--- src/smd_pkg.sv ---
// Package with constants and carriers for the signed multiply/divide sequencer.
package smd_pkg;
  localparam int WORD = 16;
  localparam int CNT_W = 5;
  localparam logic [CNT_W-1:0] STEP_LOAD = 5'h10;
  localparam logic [WORD-1:0] ZERO_WORD = 16'h0000;
  localparam logic [2*WORD-1:0] ZERO_DWORD = 32'h00000000;

  typedef enum logic [2:0] {
    SMD_IDLE = 3'b001,
    SMD_MUL = 3'b010,
    SMD_DIV = 3'b100
  } smd_state_t;

  typedef struct packed {
    logic isDiv;
    logic [2*WORD-1:0] dividend;
    logic [WORD-1:0] opA;
    logic [WORD-1:0] opB;
  } smd_req_t;

  typedef struct packed {
    logic [2*WORD-1:0] product;
    logic [WORD-1:0] quotient;
    logic [WORD-1:0] remainder;
    logic overflow;
  } smd_res_t;
endpackage : smd_pkg

--- src/smd_addsub.sv ---
// Adder/subtractor used by both multiply and divide steps.
module smd_addsub
  import smd_pkg::*;
#(
  parameter int W = 32
) (
  input wire logic [W-1:0] a,
  input wire logic [W-1:0] b,
  input wire logic sub,
  output logic [W-1:0] y
);
  assign y = sub ? a - b : a + b;
endmodule : smd_addsub

--- src/smd_sequencer.sv ---
// Sequential signed multiply and non-restoring divide engine.
// Function
// - Multiply takes one add, subtract or skip step per multiplier bit.
// - Multiplicand multiples are formed by shifting it left one place per step.
// - Signed operands multiply directly with no final correction.
// - Equal current and previous multiplier bits leave the product unchanged.
// - Current 0, previous 1 adds; current 1, previous 0 subtracts.
// - The multiplicand is aligned to the bit weight before combining.
// - Division returns quotient and a consistently signed remainder.
// - An unrepresentable quotient is flagged as overflow and delivered with doneValid and a zero quotient and remainder.
// - Division starts with the largest divisor multiple, then smaller ones.
// - Subtraction keeping the original sign sets the quotient bit.
// - Sign change clears the bit; no restore; later steps add.
// - During adding, the bit sets only when the original sign returns.
// - Previous multiplier bit starts at 0; multiplier shifts right each step.
// - Differing signs add the shifted divisor, equal signs subtract it.
// - Quotient bit is set when remainder and divisor signs agree.
module smd_sequencer
  import smd_pkg::*;
(
  input wire logic mclk,
  input wire logic resetn,
  input wire logic clkEn,
  input wire logic startValid,
  output logic startReady,
  input wire smd_req_t request,
  output logic busy,
  output logic doneValid,
  output smd_res_t result
);
  // ****************************************************************
  // State and datapath registers
  // ****************************************************************
  smd_state_t state;
  logic [CNT_W-1:0] stepCounter;
  logic [WORD-1:0] multiplier;
  logic prevBit;
  logic [2*WORD-1:0] mcand;
  logic [2*WORD-1:0] acc;
  logic [2*WORD-1:0] divisorSh;
  logic [WORD-1:0] quot;
  logic dividendSign;
  logic [2*WORD-1:0] addA;
  logic [2*WORD-1:0] addB;
  logic addSub;
  logic [2*WORD-1:0] sum;
  logic mulStep;
  logic divSub;
  logic qBit;
  logic ovfNow;
  logic [WORD-1:0] quotRaw;
  logic remFix;

  assign startReady = (state == SMD_IDLE);
  assign busy = !startReady;

  // Multiply: skip on equal bits, add on 0/1, subtract on 1/0.
  assign mulStep = multiplier[0] ^ prevBit;
  // Divide: subtract when remainder and divisor signs agree.
  assign divSub = (acc[2*WORD-1] == divisorSh[2*WORD-1]);

  always_comb begin
    addA = acc;
    addB = ZERO_DWORD;
    addSub = 1'b0;
    if (state == SMD_MUL) begin
      addB = mulStep ? mcand : ZERO_DWORD;
      addSub = multiplier[0];
    end else if (state == SMD_DIV) begin
      addB = divisorSh;
      addSub = divSub;
    end
  end

  smd_addsub #(.W(2*WORD)) uAddSub (
    .a(addA),
    .b(addB),
    .sub(addSub),
    .y(sum)
  );

  // Set when the new remainder sign matches the divisor sign; zero remainder counts as matching a positive divisor.
  assign qBit = (sum[2*WORD-1] == divisorSh[2*WORD-1]);

  // A last remainder of opposite sign to the divisor means the stored bits sit one unit below the true quotient.
  assign quotRaw = {quot[WORD-2:0], qBit} + {{(WORD-1){1'b0}}, !qBit};
  // Pull back a remainder of the wrong sign, or one as large as the divisor, so exact divisions end at zero.
  assign remFix = (sum != ZERO_DWORD) && ((sum[2*WORD-1] != dividendSign) || (sum == divisorSh) ||
    (sum == ZERO_DWORD - divisorSh));

  // The quotient fits when the dividend magnitude is below the divisor magnitude times 2^(n-1), plus one divisor when negative.
  // A zero divisor always overflows, which is the intended trade for keeping the check simple.
  function automatic logic div_overflow(input logic [2*WORD-1:0] dvd, input logic [WORD-1:0] dvs);
    logic [2*WORD:0] mDvd;
    logic [WORD:0] mDvs;
    logic negQ;
    logic [2*WORD:0] lim;
    mDvd = dvd[2*WORD-1] ? {1'b0, -dvd} : {1'b0, dvd};
    mDvs = dvs[WORD-1] ? {1'b0, -dvs} : {1'b0, dvs};
    negQ = dvd[2*WORD-1] ^ dvs[WORD-1];
    lim = {mDvs, ZERO_WORD};
    if (mDvs == '0) begin
      return 1'b1;
    end
    // Allowed magnitude of the quotient is 2^(n-1)-1, or 2^(n-1) when negative.
    lim = (lim >> 1) + (negQ ? {mDvs, ZERO_WORD} >> (WORD) : '0);
    return mDvd >= lim;
  endfunction : div_overflow

  assign ovfNow = div_overflow(request.dividend, request.opB);

  // ****************************************************************
  // Sequencer
  // ****************************************************************
  always_ff @(posedge mclk) begin
    if (!resetn) begin
      state <= SMD_IDLE;
      stepCounter <= '0;
      multiplier <= ZERO_WORD;
      prevBit <= 1'b0;
      mcand <= ZERO_DWORD;
      acc <= ZERO_DWORD;
      divisorSh <= ZERO_DWORD;
      quot <= ZERO_WORD;
      dividendSign <= 1'b0;
      doneValid <= 1'b0;
      result <= '0;
    end else if (clkEn) begin
      doneValid <= 1'b0;
      unique case (state)
        SMD_IDLE: begin
          if (startValid) begin
            stepCounter <= STEP_LOAD;
            prevBit <= 1'b0;
            quot <= ZERO_WORD;
            if (request.isDiv) begin
              if (ovfNow) begin
                result.overflow <= 1'b1;
                result.quotient <= ZERO_WORD;
                result.remainder <= ZERO_WORD;
                doneValid <= 1'b1;
              end else begin
                acc <= request.dividend;
                dividendSign <= request.dividend[2*WORD-1];
                // Largest multiple first: divisor weighted by 2^(n-1).
                divisorSh <= {{1{request.opB[WORD-1]}}, request.opB, {(WORD-1){1'b0}}};
                state <= SMD_DIV;
              end
            end else begin
              multiplier <= request.opB;
              mcand <= {{WORD{request.opA[WORD-1]}}, request.opA};
              acc <= ZERO_DWORD;
              state <= SMD_MUL;
            end
          end
        end
        SMD_MUL: begin
          acc <= sum;
          prevBit <= multiplier[0];
          multiplier <= {multiplier[WORD-1], multiplier[WORD-1:1]};
          mcand <= {mcand[2*WORD-2:0], 1'b0};
          stepCounter <= stepCounter - 5'h01;
          if (stepCounter == 5'h01) begin
            result.product <= sum;
            result.overflow <= 1'b0;
            doneValid <= 1'b1;
            state <= SMD_IDLE;
          end
        end
        SMD_DIV: begin
          acc <= sum;
          quot <= {quot[WORD-2:0], qBit};
          divisorSh <= {divisorSh[2*WORD-1], divisorSh[2*WORD-1:1]};
          stepCounter <= stepCounter - 5'h01;
          if (stepCounter == 5'h01) begin
            // Remainder correction: a misplaced remainder is moved by one divisor and the quotient follows.
            if (remFix) begin
              if (sum[2*WORD-1] == divisorSh[2*WORD-1]) begin
                result.remainder <= sum[WORD-1:0] - divisorSh[WORD-1:0];
                result.quotient <= quotRaw + 16'h0001;
              end else begin
                result.remainder <= sum[WORD-1:0] + divisorSh[WORD-1:0];
                result.quotient <= quotRaw - 16'h0001;
              end
            end else begin
              result.remainder <= sum[WORD-1:0];
              result.quotient <= quotRaw;
            end
            result.overflow <= 1'b0;
            doneValid <= 1'b1;
            state <= SMD_IDLE;
          end
        end
      endcase
    end
  end

  // ****************************************************************
  // Checks
  // ****************************************************************
  chk_mul_skip: assert property (@(posedge mclk) disable iff (!resetn)
    (clkEn && state == SMD_MUL && !mulStep) |=> acc == $past(acc))
    else $error("multiply step changed product on equal bits");
  chk_mul_shift: assert property (@(posedge mclk) disable iff (!resetn)
    (clkEn && state == SMD_MUL) |=> mcand == {$past(mcand[2*WORD-2:0]), 1'b0})
    else $error("multiplicand not doubled");
  chk_prev_zero: assert property (@(posedge mclk) disable iff (!resetn)
    (clkEn && startValid && startReady && !request.isDiv) |=> !prevBit)
    else $error("previous bit not cleared at start");
  chk_mul_len: assert property (@(posedge mclk) disable iff (!resetn)
    (clkEn && startValid && startReady && !request.isDiv) ##1 clkEn [*8] ##1 clkEn [*8] |=> doneValid)
    else $error("multiply did not finish in word width steps");
  chk_cnt_load: assert property (@(posedge mclk) disable iff (!resetn)
    (clkEn && startValid && startReady && !(request.isDiv && ovfNow)) |=> stepCounter == STEP_LOAD)
    else $error("step counter not loaded");
  chk_div_op: assert property (@(posedge mclk) disable iff (!resetn)
    (clkEn && state == SMD_DIV) |=> acc == (($past(acc[2*WORD-1]) == $past(divisorSh[2*WORD-1])) ?
      $past(acc) - $past(divisorSh) : $past(acc) + $past(divisorSh)))
    else $error("divide step direction wrong");
  chk_div_qbit: assert property (@(posedge mclk) disable iff (!resetn)
    (clkEn && state == SMD_DIV && stepCounter != 5'h01) |=> quot[0] == (acc[2*WORD-1] == $past(divisorSh[2*WORD-1])))
    else $error("quotient bit mismatches sign agreement");
  chk_ovf_flag: assert property (@(posedge mclk) disable iff (!resetn)
    (clkEn && startValid && startReady && request.isDiv && ovfNow) |=> doneValid && result.overflow)
    else $error("overflow not reported");
  chk_rem_sign: assert property (@(posedge mclk) disable iff (!resetn)
    (clkEn && state == SMD_DIV && stepCounter == 5'h01) |=>
      (result.remainder == ZERO_WORD) || (result.remainder[WORD-1] == $past(dividendSign)))
    else $error("remainder sign differs from dividend");
endmodule : smd_sequencer

--- config.mk ---
export PLATFORM = sky130hd
export DESIGN_NAME = smd_sequencer
export DESIGN_NICKNAME = d
export VERILOG_FILES = /design/src/smd_pkg.sv /design/src/smd_addsub.sv /design/src/smd_sequencer.sv
export SDC_FILE = /design/constraint.sdc
export NUM_CORES = 1
export LEC_CHECK = 0
export ABC_AREA = 1
export ABC_CLOCK_PERIOD_IN_PS = 7140
export BUFFER_PORTS_ARGS = -buffer_cell sky130_fd_sc_hd__clkbuf_2
export CAP_MARGIN = 20
export CORE_MARGIN = 1
export CORE_UTILIZATION = 50
export CTS_CLUSTER_SIZE = 30
export DETAILED_ROUTE_END_ITERATION = 7
export PLACE_DENSITY = 0.69
export SLEW_MARGIN = 20
export SYNTH_ARGS = -nofsm -noshare
export SYNTH_HDL_FRONTEND = slang
export SYNTH_SLANG_ARGS = --single-unit
--- constraint.sdc ---
create_clock -name mclk -period 7.14 [get_ports mclk]
set_input_delay 0.357 -clock mclk [delete_from_list [all_inputs] [get_ports mclk]]
set_output_delay 0.357 -clock mclk [all_outputs]
set_load 0.01 [all_outputs]
==> results of run 1 <==
per-layer routing:
| layer | global-route usage | vias to the layer above | share of wire |
|---|---|---|---|
| li1 | - | 9837 | - |
| met1 | 0.542 | 9380 | 0.45 |
| met2 | 0.594 | 900 | 0.43 |
| met3 | 0.0554 | 124 | 0.088 |
| met4 | 0.120 | 0 | 0.034 |
| met5 | 0 | - | 0 |
state kept, by name, summed over array words and instances (netlist names):
signal / cells
quot: 15
state: 3
acc: 32
stepCounter: 5
doneValid: 1
multiplier: 16
prevBit: 1
divisorSh: 32
result: 65
dividendSign: 1
mcand: 32
cells by family after synthesis:
family	count (synthesis)	synth area share
AO/OA/AOI/OAI	519	0.164
other	1	0.000211
flip-flops	203	0.228
AND/OR/NAND/NOR	1462	0.354
buffers and inverters	475	0.106
adder cells (fa/ha/maj)	106	0.0754
XOR/XNOR	146	0.0727
cell type report:
class / instances / area share
Tap cell: 455 / 0.0285
Clock buffer: 30 / 0.0338
Inverter: 362 / 0.0682
Multi-Input combinational cell: 2234 / 0.600
Timing Repair Buffer: 196 / 0.0571
Antenna cell: 1 / 0.000125
Sequential cell: 203 / 0.203
Clock inverter: 15 / 0.00864
where the power goes:
part           internal, uW  leakage, uW  total (uW)  switching [uW]
Sequential             1280      0.00165        1430             153
Combinational          3030      0.00790        9270            6240
Clock                   786     0.000424        1330             548
worst max-delay path, delay by kind of cell (launching register included):
family | cells | cell delay [ns]
xor gates and xnor gates | 2 | 0.37
and+or+nand+nor | 23 | 2.60
AOI/OAI and AO/OA | 12 | 1.67
adders and majority gates | 3 | 0.87
DFF | 1 | 0.32
buffers and inverters | 4 | 0.59
repair_timing:
item | 4_1_cts | 5_1_grt
cloned | 0 | 0
setup endpoints to repair | 3 | 32
gates resized for setup | 2 | 33
pin swaps | 0 | 10
buffers inserted | 0 | 7
final timing paths:
kind	end	slack (ns)	depth (start not counted)
worst max-delay path	result[13]	0.52	44
worst min register to register	acc[0]	0.46	2
worst max register to register	result[13]	0.52	44
worst min-delay path	mcand[5]	0.07	3
through the flow:
step | cell area [um2] | power [uW] | setup WS, ns
final | 20000 | 12000 | 0.519
after global routing | 20000 | 13000 | -0.0749
after CTS | 19800 | 11600 | 0.0457
after detailed placement | 18900 | 10300 | -0.0782
after global placement | 18900 | 10100 | 0.105
after floorplan | 17800 | 7650 | 0.596
synth_stat cells (all sizes together), types with 2 or more instances:
cell type	n	share of area
nand2	770	0.17
inv	361	0.076
nand3	293	0.084
nor2	278	0.061
dfxtp	203	0.23
o21ai	196	0.055
a21oi	171	0.048
xor2	121	0.060
ha	104	0.073
clkbuf	82	0.017
a31oi	50	0.018
nand4	46	0.016
nor3	42	0.012
buf	31	0.012
o211ai	28	0.012
xnor2	24	0.012
o22ai	23	0.0081
a211oi	14	0.0059
nor4	14	0.0049
nand3b	8	0.0034
o21bai	8	0.0034
o31ai	7	0.0030
or2	7	0.0025
o221ai	6	0.0030
o21a	4	0.0017
a221oi	2	0.00098
a22o	2	0.00098
a41oi	2	0.00098
fa	2	0.0023
cells in the final DEF (no fill, tap or decap), types with 4 or more instances in the layout:
cell type	n
nor3_2	5
nor3_1	35
nor2_2	10
nand3b_1	8
nand2_4	5
o22ai_1	23
a21oi_2	4
clkinv_2	7
ha_1	99
o21a_1	4
o211ai_1	28
o21ai_1	10
nor4_1	14
nand4_1	46
inv_2	7
buf_4	60
a31oi_1	49
o21bai_1	8
or2_2	7
nor2_1	263
nand2_2	26
inv_1	352
nor2_4	5
a21oi_1	167
o221ai_1	6
nand3_1	286
a211oi_1	13
clkbuf_16	25
clkbuf_2	135
o21ai_0	184
o31ai_1	7
xnor2_1	24
xor2_1	121
nand3_2	7
dfxtp_1	202
nand2_1	739
==> impl_metrics.json, run 1 <==
{
  "status": "completed",
  "worst-setup-path-type": "reg -> reg",
  "cpMostUsedCell": "nand2_1",
  "synth_edf_count": 0,
  "cts_num_sinks": 203,
  "antenna_found_initial": 0,
  "cp.required_ns": 7.53,
  "clkSlewWorstSetupHoldPaths_ns": 0.06,
  "setup_viol": 0,
  "initial_core_util": 0.511,
  "overflow": 0,
  "ys_seq_area_frac": 0.228,
  "cts_root_buf": "clkbuf_16",
  "cp.arrival_ns": 7.02,
  "drt-total-wl_um": 70200,
  "cp-startpoint": "state[0]",
  "crit_fanout": 11,
  "fill_cells": 3596,
  "synth_cell_types": 55,
  "cts_buffers": 25,
  "final_core_util": 0.574,
  "p_leak_uw": 0.00998,
  "maxCapViolCount": 0,
  "first_global_vias": 18633,
  "pwr_density_cell_nw_per_um2": 603,
  "dr.first_iter.drc_count": 2349,
  "syn_area_per_cell_um2": 6.11,
  "vias_per_cell": 5.79,
  "grt_max_degree": 117,
  "syn_area_um2": 17800,
  "multi_input_area_um2": 12000,
  "ys.flop_type": "dfxtp_1",
  "finalSetupTns_ns": 0,
  "period_minus_slack_ns": 6.62,
  "worst_pin_slew_ns": 1.09,
  "synthCells": 2912,
  "max_freq_ghz": 0.151,
  "drc": 0,
  "numPlacedInstances": 3443,
  "num_vias": 20241,
  "final_max_slew_viol_count": 0,
  "hpwlAfterDp_um": 56200,
  "final-seq-area_um2": 4070,
  "gp_congestion": 1.02,
  "tritoncts": "built",
  "synth_nets": 3087,
  "fin_crit_sh": 0.927,
  "rows": 68,
  "die-area_um2": 36300,
  "h-tree-depth": 1,
  "slew_headroom": 0.275,
  "synth-async-reset-ratio": 0,
  "clk_latency_ns": 0.56,
  "worst_hold_slack_ns": 0.0669,
  "cp-end-kind": "register",
  "startpoint_type": "register",
  "slowest_stage": "ha_1",
  "io_pins": 137,
  "grt_pass1_wl_um": 107000,
  "wl_per_cell_um": 20.1,
  "grt_usage": 0.383,
  "ant_nets": 0,
  "fin_skew_ns": 0.0271,
  "die_h_um": 191,
  "instances_no_fill": 3496,
  "hp-class": "in -> reg",
  "cts_buffer_depth": 3,
  "worstHoldStart": "request[21]",
  "fin_nets": 3197,
  "port-buffer-count": 136,
  "yosys_warnings": 0,
  "worst_path_largest_cell_delay_ns": 0.36,
  "layout-area-overhead-vs-synth_pct": 12.3,
  "core_um2": 34800,
  "synth-seq-cells": 203,
  "rr_startpoint": "state[0]",
  "final_layout_size_suffix_gt1_frac": 0.108,
  "peakVddDrop_mv": 0.478,
  "drt-pass1-iter-count": 6,
  "die_x_um": 191,
  "hold_viol": 0,
  "ctsHoldBuffers": 0
}
(Power assumes the default switching activity.)
==> inputs of run 2 (changes only) <==
--- a/config.mk
+++ b/config.mk
@@ -14,6 +14,7 @@
 export CTS_CLUSTER_SIZE = 30
 export DETAILED_ROUTE_END_ITERATION = 7
 export PLACE_DENSITY = 0.69
+export REMOVE_ABC_BUFFERS = 1
 export SLEW_MARGIN = 20
 export SYNTH_ARGS = -nofsm -noshare
 export SYNTH_HDL_FRONTEND = slang
==> run 2 against run 1 <==
Power down 1.7%. Flip-flop and latch count unchanged. Setup slack got worse by 0.067 ns. Clock skew rose by 0.0062 ns. Register-to-register slack got worse by 0.07 ns. Count of clock-buffer cells in the layout up 8. Routed wire length fell by 3.7%.
==> impl_metrics.json, run 2 (synthesis gave the netlist of run 1 again) <==
{
  "h-tree-depth": 1,
  "slowest_stage": "dfxtp_4",
  "max_freq_ghz": 0.150,
  "antenna_found_initial": 0,
  "ant_nets": 0,
  "wl_per_cell_um": 19.4,
  "layout-area-overhead-vs-synth_pct": 12.1,
  "critPathTopFamily": "simple AND/OR/NAND/NOR gates",
  "largest_reg_flops": 65,
  "pwr-share-seq": 0.122,
  "io_pins": 137,
  "worst_pin_slew_ns": 1.16,
  "num_vias": 20126,
  "initial_core_util": 0.511,
  "status": "completed",
  "fin_nets": 3192,
  "core_um2": 34800,
  "startpoint_type": "register",
  "dr.first_iter.drc_count": 1907,
  "peakVddDrop_mv": 0.407,
  "clkSlewWorstSetupHoldPaths_ns": 0.06,
  "die-area_um2": 36300,
  "final_max_slew_viol_count": 0,
  "cts_root_buf": "clkbuf_16",
  "switching_share": 0.574,
  "cts_num_sinks": 203,
  "worstHoldStart": "request[30]",
  "cp-startpoint": "state[2]",
  "setup_viol": 0,
  "fin_crit_sh": 0.937,
  "worst-setup-path-type": "reg -> reg",
  "cts_buffer_depth": 3,
  "grt_pass1_wl_um": 102000,
  "cp_num_buf_inv": 5,
  "finalSetupTns_ns": 0,
  "total_power_uw": 11800,
  "clock_power_share": 0.113,
  "p_sw_uw": 6800,
  "tritoncts": "built",
  "clk_latency_ns": 0.57,
  "port-buffer-count": 136,
  "cts_buffers": 26,
  "grt_max_degree": 96,
  "cp.required_ns": 7.54,
  "intPower_uw": 5040,
  "hpwlAfterDp_um": 53400,
  "first_global_vias": 18159,
  "numPlacedInstances": 3438,
  "rows": 68,
  "hp-class": "in -> reg",
  "drt-pass1-iter-count": 6,
  "final_core_util": 0.573,
  "num_antenna_cells": 0,
  "top_register": "result",
  "maxCapViolCount": 0,
  "instances_no_fill": 3492,
  "cpMostUsedCell": "nand2_1",
  "use_met2": 0.560,
  "drt-total-wl_um": 67600,
  "cp.arrival_ns": 7.09,
  "grt_usage": 0.365,
  "final_layout_size_suffix_gt1_frac": 0.108,
  "cp-end-kind": "register",
  "use_met1": 0.515,
  "power_frac_comb": 0.765,
  "p_leak_uw": 0.00995,
  "gp_congestion": 1.00,
  "hold_viol": 0,
  "fin_skew_ns": 0.0333,
  "vias_per_cell": 5.76,
  "period_minus_slack_ns": 6.69,
  "met3_usage": 0.0598,
  "slew_headroom": 0.224,
  "pwr_density_cell_nw_per_um2": 594,
  "die_h_um": 191,
  "crit_fanout": 12,
  "final_common_cell": "nand2_1",
  "worst_hold_slack_ns": 0.0799,
  "overflow": 0,
  "final_cell_mix": "nand2_1 (738), inv_1 (352), nand3_1 (287), nor2_1 (262), dfxtp_1 (199)",
  "rr_startpoint": "state[2]",
  "die_x_um": 191,
  "drc": 0,
  "top_usage_layer": "met2",
  "worst_path_largest_cell_delay_ns": 0.39
}
-- run 2: what timing repair did --
item	4_1_cts	5_1_grt
hold buffers	0	0
buffers inserted	0	6
resized for setup	3	40
pin swaps	0	8
endpoints found under the setup margin	5	18
-- run 2: path summary, 6_finish.rpt --
| kind | end | slack, ns | cells after the start |
|---|---|---|---|
| setup / recovery | result[14] | 0.45 | 48 |
| hold / removal | mcand[14] | 0.08 | 3 |
| setup reg to reg | result[14] | 0.45 | 48 |
| hold reg to reg | result[7] | 0.46 | 2 |
-- run 2: worst reg2reg max path: cells and delay by family, from the launching register on --
family | cells | cell delay [ns]
compound gates | 10 | 1.27
xor+xnor | 2 | 0.31
fa+ha+maj | 3 | 0.79
buf+inv | 5 | 0.61
flops | 1 | 0.39
simple gates | 28 | 3.16
-- run 2: layout make-up --
cell class	count	area, um2
clock buffers	38	757
clock inverters	10	103
fillers	3625	14900
inverters	362	1360
multi-input cells	2234	12000
flip-flops and latches	203	4070
well taps	455	569
repair buffers	190	1120
-- run 2: power groups by stage --
stage          clock network, uW  registers (uW)  logic, uW
2_1_floorplan                  0            1400       6090
3_3_place_gp                   0            1450       8640
3_5_place_dp                   0            1450       8710
4_1_cts                     1350            1430       8760
5_1_grt                     1400            1450       9950
6_report                    1340            1440       9060
-- run 2: stage by stage --
| step | cell area (um2) | worst slack [ns] |
|---|---|---|
| floorplan | 17300 | -1.01 |
| global placement | 18900 | 0.0431 |
| detailed placement | 18900 | -0.128 |
| CTS | 19800 | 0.0424 |
| global route | 19900 | -0.0268 |
| finish | 19900 | 0.452 |
-- run 2: layer usage --
layer / share of wire / vias up
met5: 0 / -
met4: 0.030 / 0
met3: 0.095 / 101
met2: 0.43 / 881
met1: 0.44 / 9318
li1: - / 9826
==> inputs of run 3 (changes only) <==
--- a/config.mk
+++ b/config.mk
@@ -11,6 +11,7 @@
 export CAP_MARGIN = 20
 export CORE_MARGIN = 1
 export CORE_UTILIZATION = 50
+export CTS_BUF_LIST = sky130_fd_sc_hd__clkbuf_2 sky130_fd_sc_hd__clkbuf_4 sky130_fd_sc_hd__clkbuf_8
 export CTS_CLUSTER_SIZE = 30
 export DETAILED_ROUTE_END_ITERATION = 7
 export PLACE_DENSITY = 0.69
==> run 3 against run 2 <==
Die area stayed put. Non-clock buffer count is 1 higher. Critical endpoint is now result[16]. Worst hold slack worse by 0.059 ns. Power is 0.31% higher. Count of clock-buffer cells in the layout is 21 higher. Critical path type unchanged. Flip-flop and latch count stayed put. Critical path depth is 9 lower. Largest cell class unchanged. Sequential share of layout area is 0.054 points lower. Routed wire length is 0.69% higher.
==> impl_metrics.json, run 3 (synthesis gave the netlist of run 1 again) <==
{
  "slew_headroom": 0.251,
  "clk_latency_ns": 0.62,
  "fin_crit_sh": 0.934,
  "fin_nets": 3207,
  "clkSlewWorstSetupHoldPaths_ns": 0.06,
  "io_pins": 137,
  "finalWorstSetupSlack_ns": 0.473,
  "hp-class": "in -> reg",
  "place_ws_ns": -0.128,
  "period_minus_slack_ns": 6.67,
  "port-buffer-count": 136,
  "grt_pass1_wl_um": 102000,
  "fin_skew_ns": 0.0172,
  "setup_viol": 0,
  "numPlacedInstances": 3438,
  "die_h_um": 191,
  "status": "completed",
  "cts_root_buf": "clkbuf_8",
  "use_met1": 0.496,
  "tritoncts": "built",
  "cp-end-kind": "register",
  "die_x_um": 191,
  "final_max_slew_viol_count": 0,
  "worst-setup-path-type": "reg -> reg",
  "die-area_um2": 36300,
  "core_um2": 34800,
  "cp.arrival_ns": 7.13,
  "use_met2": 0.562,
  "cts_buffer_depth": 3,
  "largest_reg_flops": 65,
  "hpwlAfterDp_um": 53400,
  "ant_nets": 0,
  "top_usage_layer": "met2",
  "maxCapViolCount": 0,
  "wl_per_cell_um": 19.4,
  "gp_congestion": 1.00,
  "grt_usage": 0.369,
  "initial_core_util": 0.511,
  "final_cell_mix": "nand2_1 (739), inv_1 (352), nand3_1 (287), nor2_1 (262), dfxtp_1 (199)",
  "instances_no_fill": 3516,
  "slowest_stage": "dfxtp_4",
  "cts_num_sinks": 203,
  "crit_fanout": 22,
  "pwr_density_cell_nw_per_um2": 594,
  "top_register": "result",
  "num_antenna_cells": 0,
  "met3_usage": 0.0940,
  "final_common_cell": "nand2_1",
  "worst_pin_slew_ns": 1.12,
  "cpMostUsedCell": "nand3_1",
  "startpoint_type": "register",
  "h-tree-depth": 2,
  "drt-pass1-iter-count": 7,
  "vias_per_cell": 5.74,
  "cp.required_ns": 7.61,
  "layout-area-overhead-vs-synth_pct": 12.4,
  "drt-total-wl_um": 68100,
  "peakVddDrop_mv": 0.428,
  "num_vias": 20198,
  "max_freq_ghz": 0.150,
  "hold_viol": 0,
  "grt_max_degree": 96,
  "p_leak_uw": 0.0100,
  "cts_buffers": 40,
  "rows": 68,
  "first_global_vias": 18306,
  "overflow": 0,
  "worst_path_largest_cell_delay_ns": 0.39,
  "antenna_found_initial": 0,
  "drc": 0,
  "final_layout_size_suffix_gt1_frac": 0.115,
  "dr.first_iter.drc_count": 1906
}
run 3: changes by cell type in the layout (fill, tap and decap cells not counted), sizes merged:
cell	delta
clkbuf	+21
dlygate4sd3	+4
buf	-3
clkinv	+3
inv	-3
bufinv	+2
run 3: worst max-delay path, delay by kind of cell, from the launching register on:
family,cells,cell delay [ns]
simple gates,21,2.78
compound gates,8,1.50
fa+ha+maj,3,0.93
buf+inv,6,0.80
flops,1,0.39
xor+xnor,1,0.09
run 3: cell type report:
class	instances	area, um2
clock buffer	59	756
clock inverter	12	151
fill	3608	14800
inverter	362	1360
multi-input combinational	2234	12000
sequential	203	4070
tap	455	569
timing repair buffer	191	1130
run 3: power by group:
part	total, uW	internal (uW)	switching, uW
Sequential	1440	1280	160
Clock	1360	790	569
Combinational	9080	2980	6090
Total	11900	5050	6820
run 3: path summary, 6_finish.rpt:
kind	start	to	slack [ns]	cells after the start
hold reg to reg	result[23]	result[23]	0.46	2
setup reg to reg	state[2]	result[16]	0.47	39
hold / removal	request[21]	mcand[5]	0.02	3
setup / recovery	state[2]	result[16]	0.47	39
run 3: metrics by stage:
step	instance area, um2	total power (uW)	utilization	hold WS [ns]	setup TNS, ns
after detailed placement	18900	10200	0.543	0.456	-0.281
after global placement	18900	10100	0.543	0.448	0
after global routing	20000	12800	0.575	0.0314	-0.0634
after CTS	19900	11600	0.571	0.00671	0
final	20000	11900	0.575	0.0209	0
after floorplan	17300	7480	-	0.435	-10.94
run 3: what timing repair did:
action / in CTS / in global routing
setup buffers: 0 / 3
hold buffers: 4 / 0
gates cloned: 0 / 0
hold endpoints to repair: 4 / 0
endpoints found under the setup margin: 5 / 17
resized for setup: 3 / 36
pin swaps: 0 / 7
run 3: layer usage:
layer,vias up,routed length (um),share of wire
li1,9846,-,-
met2,888,29100,0.43
met3,133,7130,0.10
met1,9331,29300,0.43
met4,0,2550,0.037
met5,-,0,0
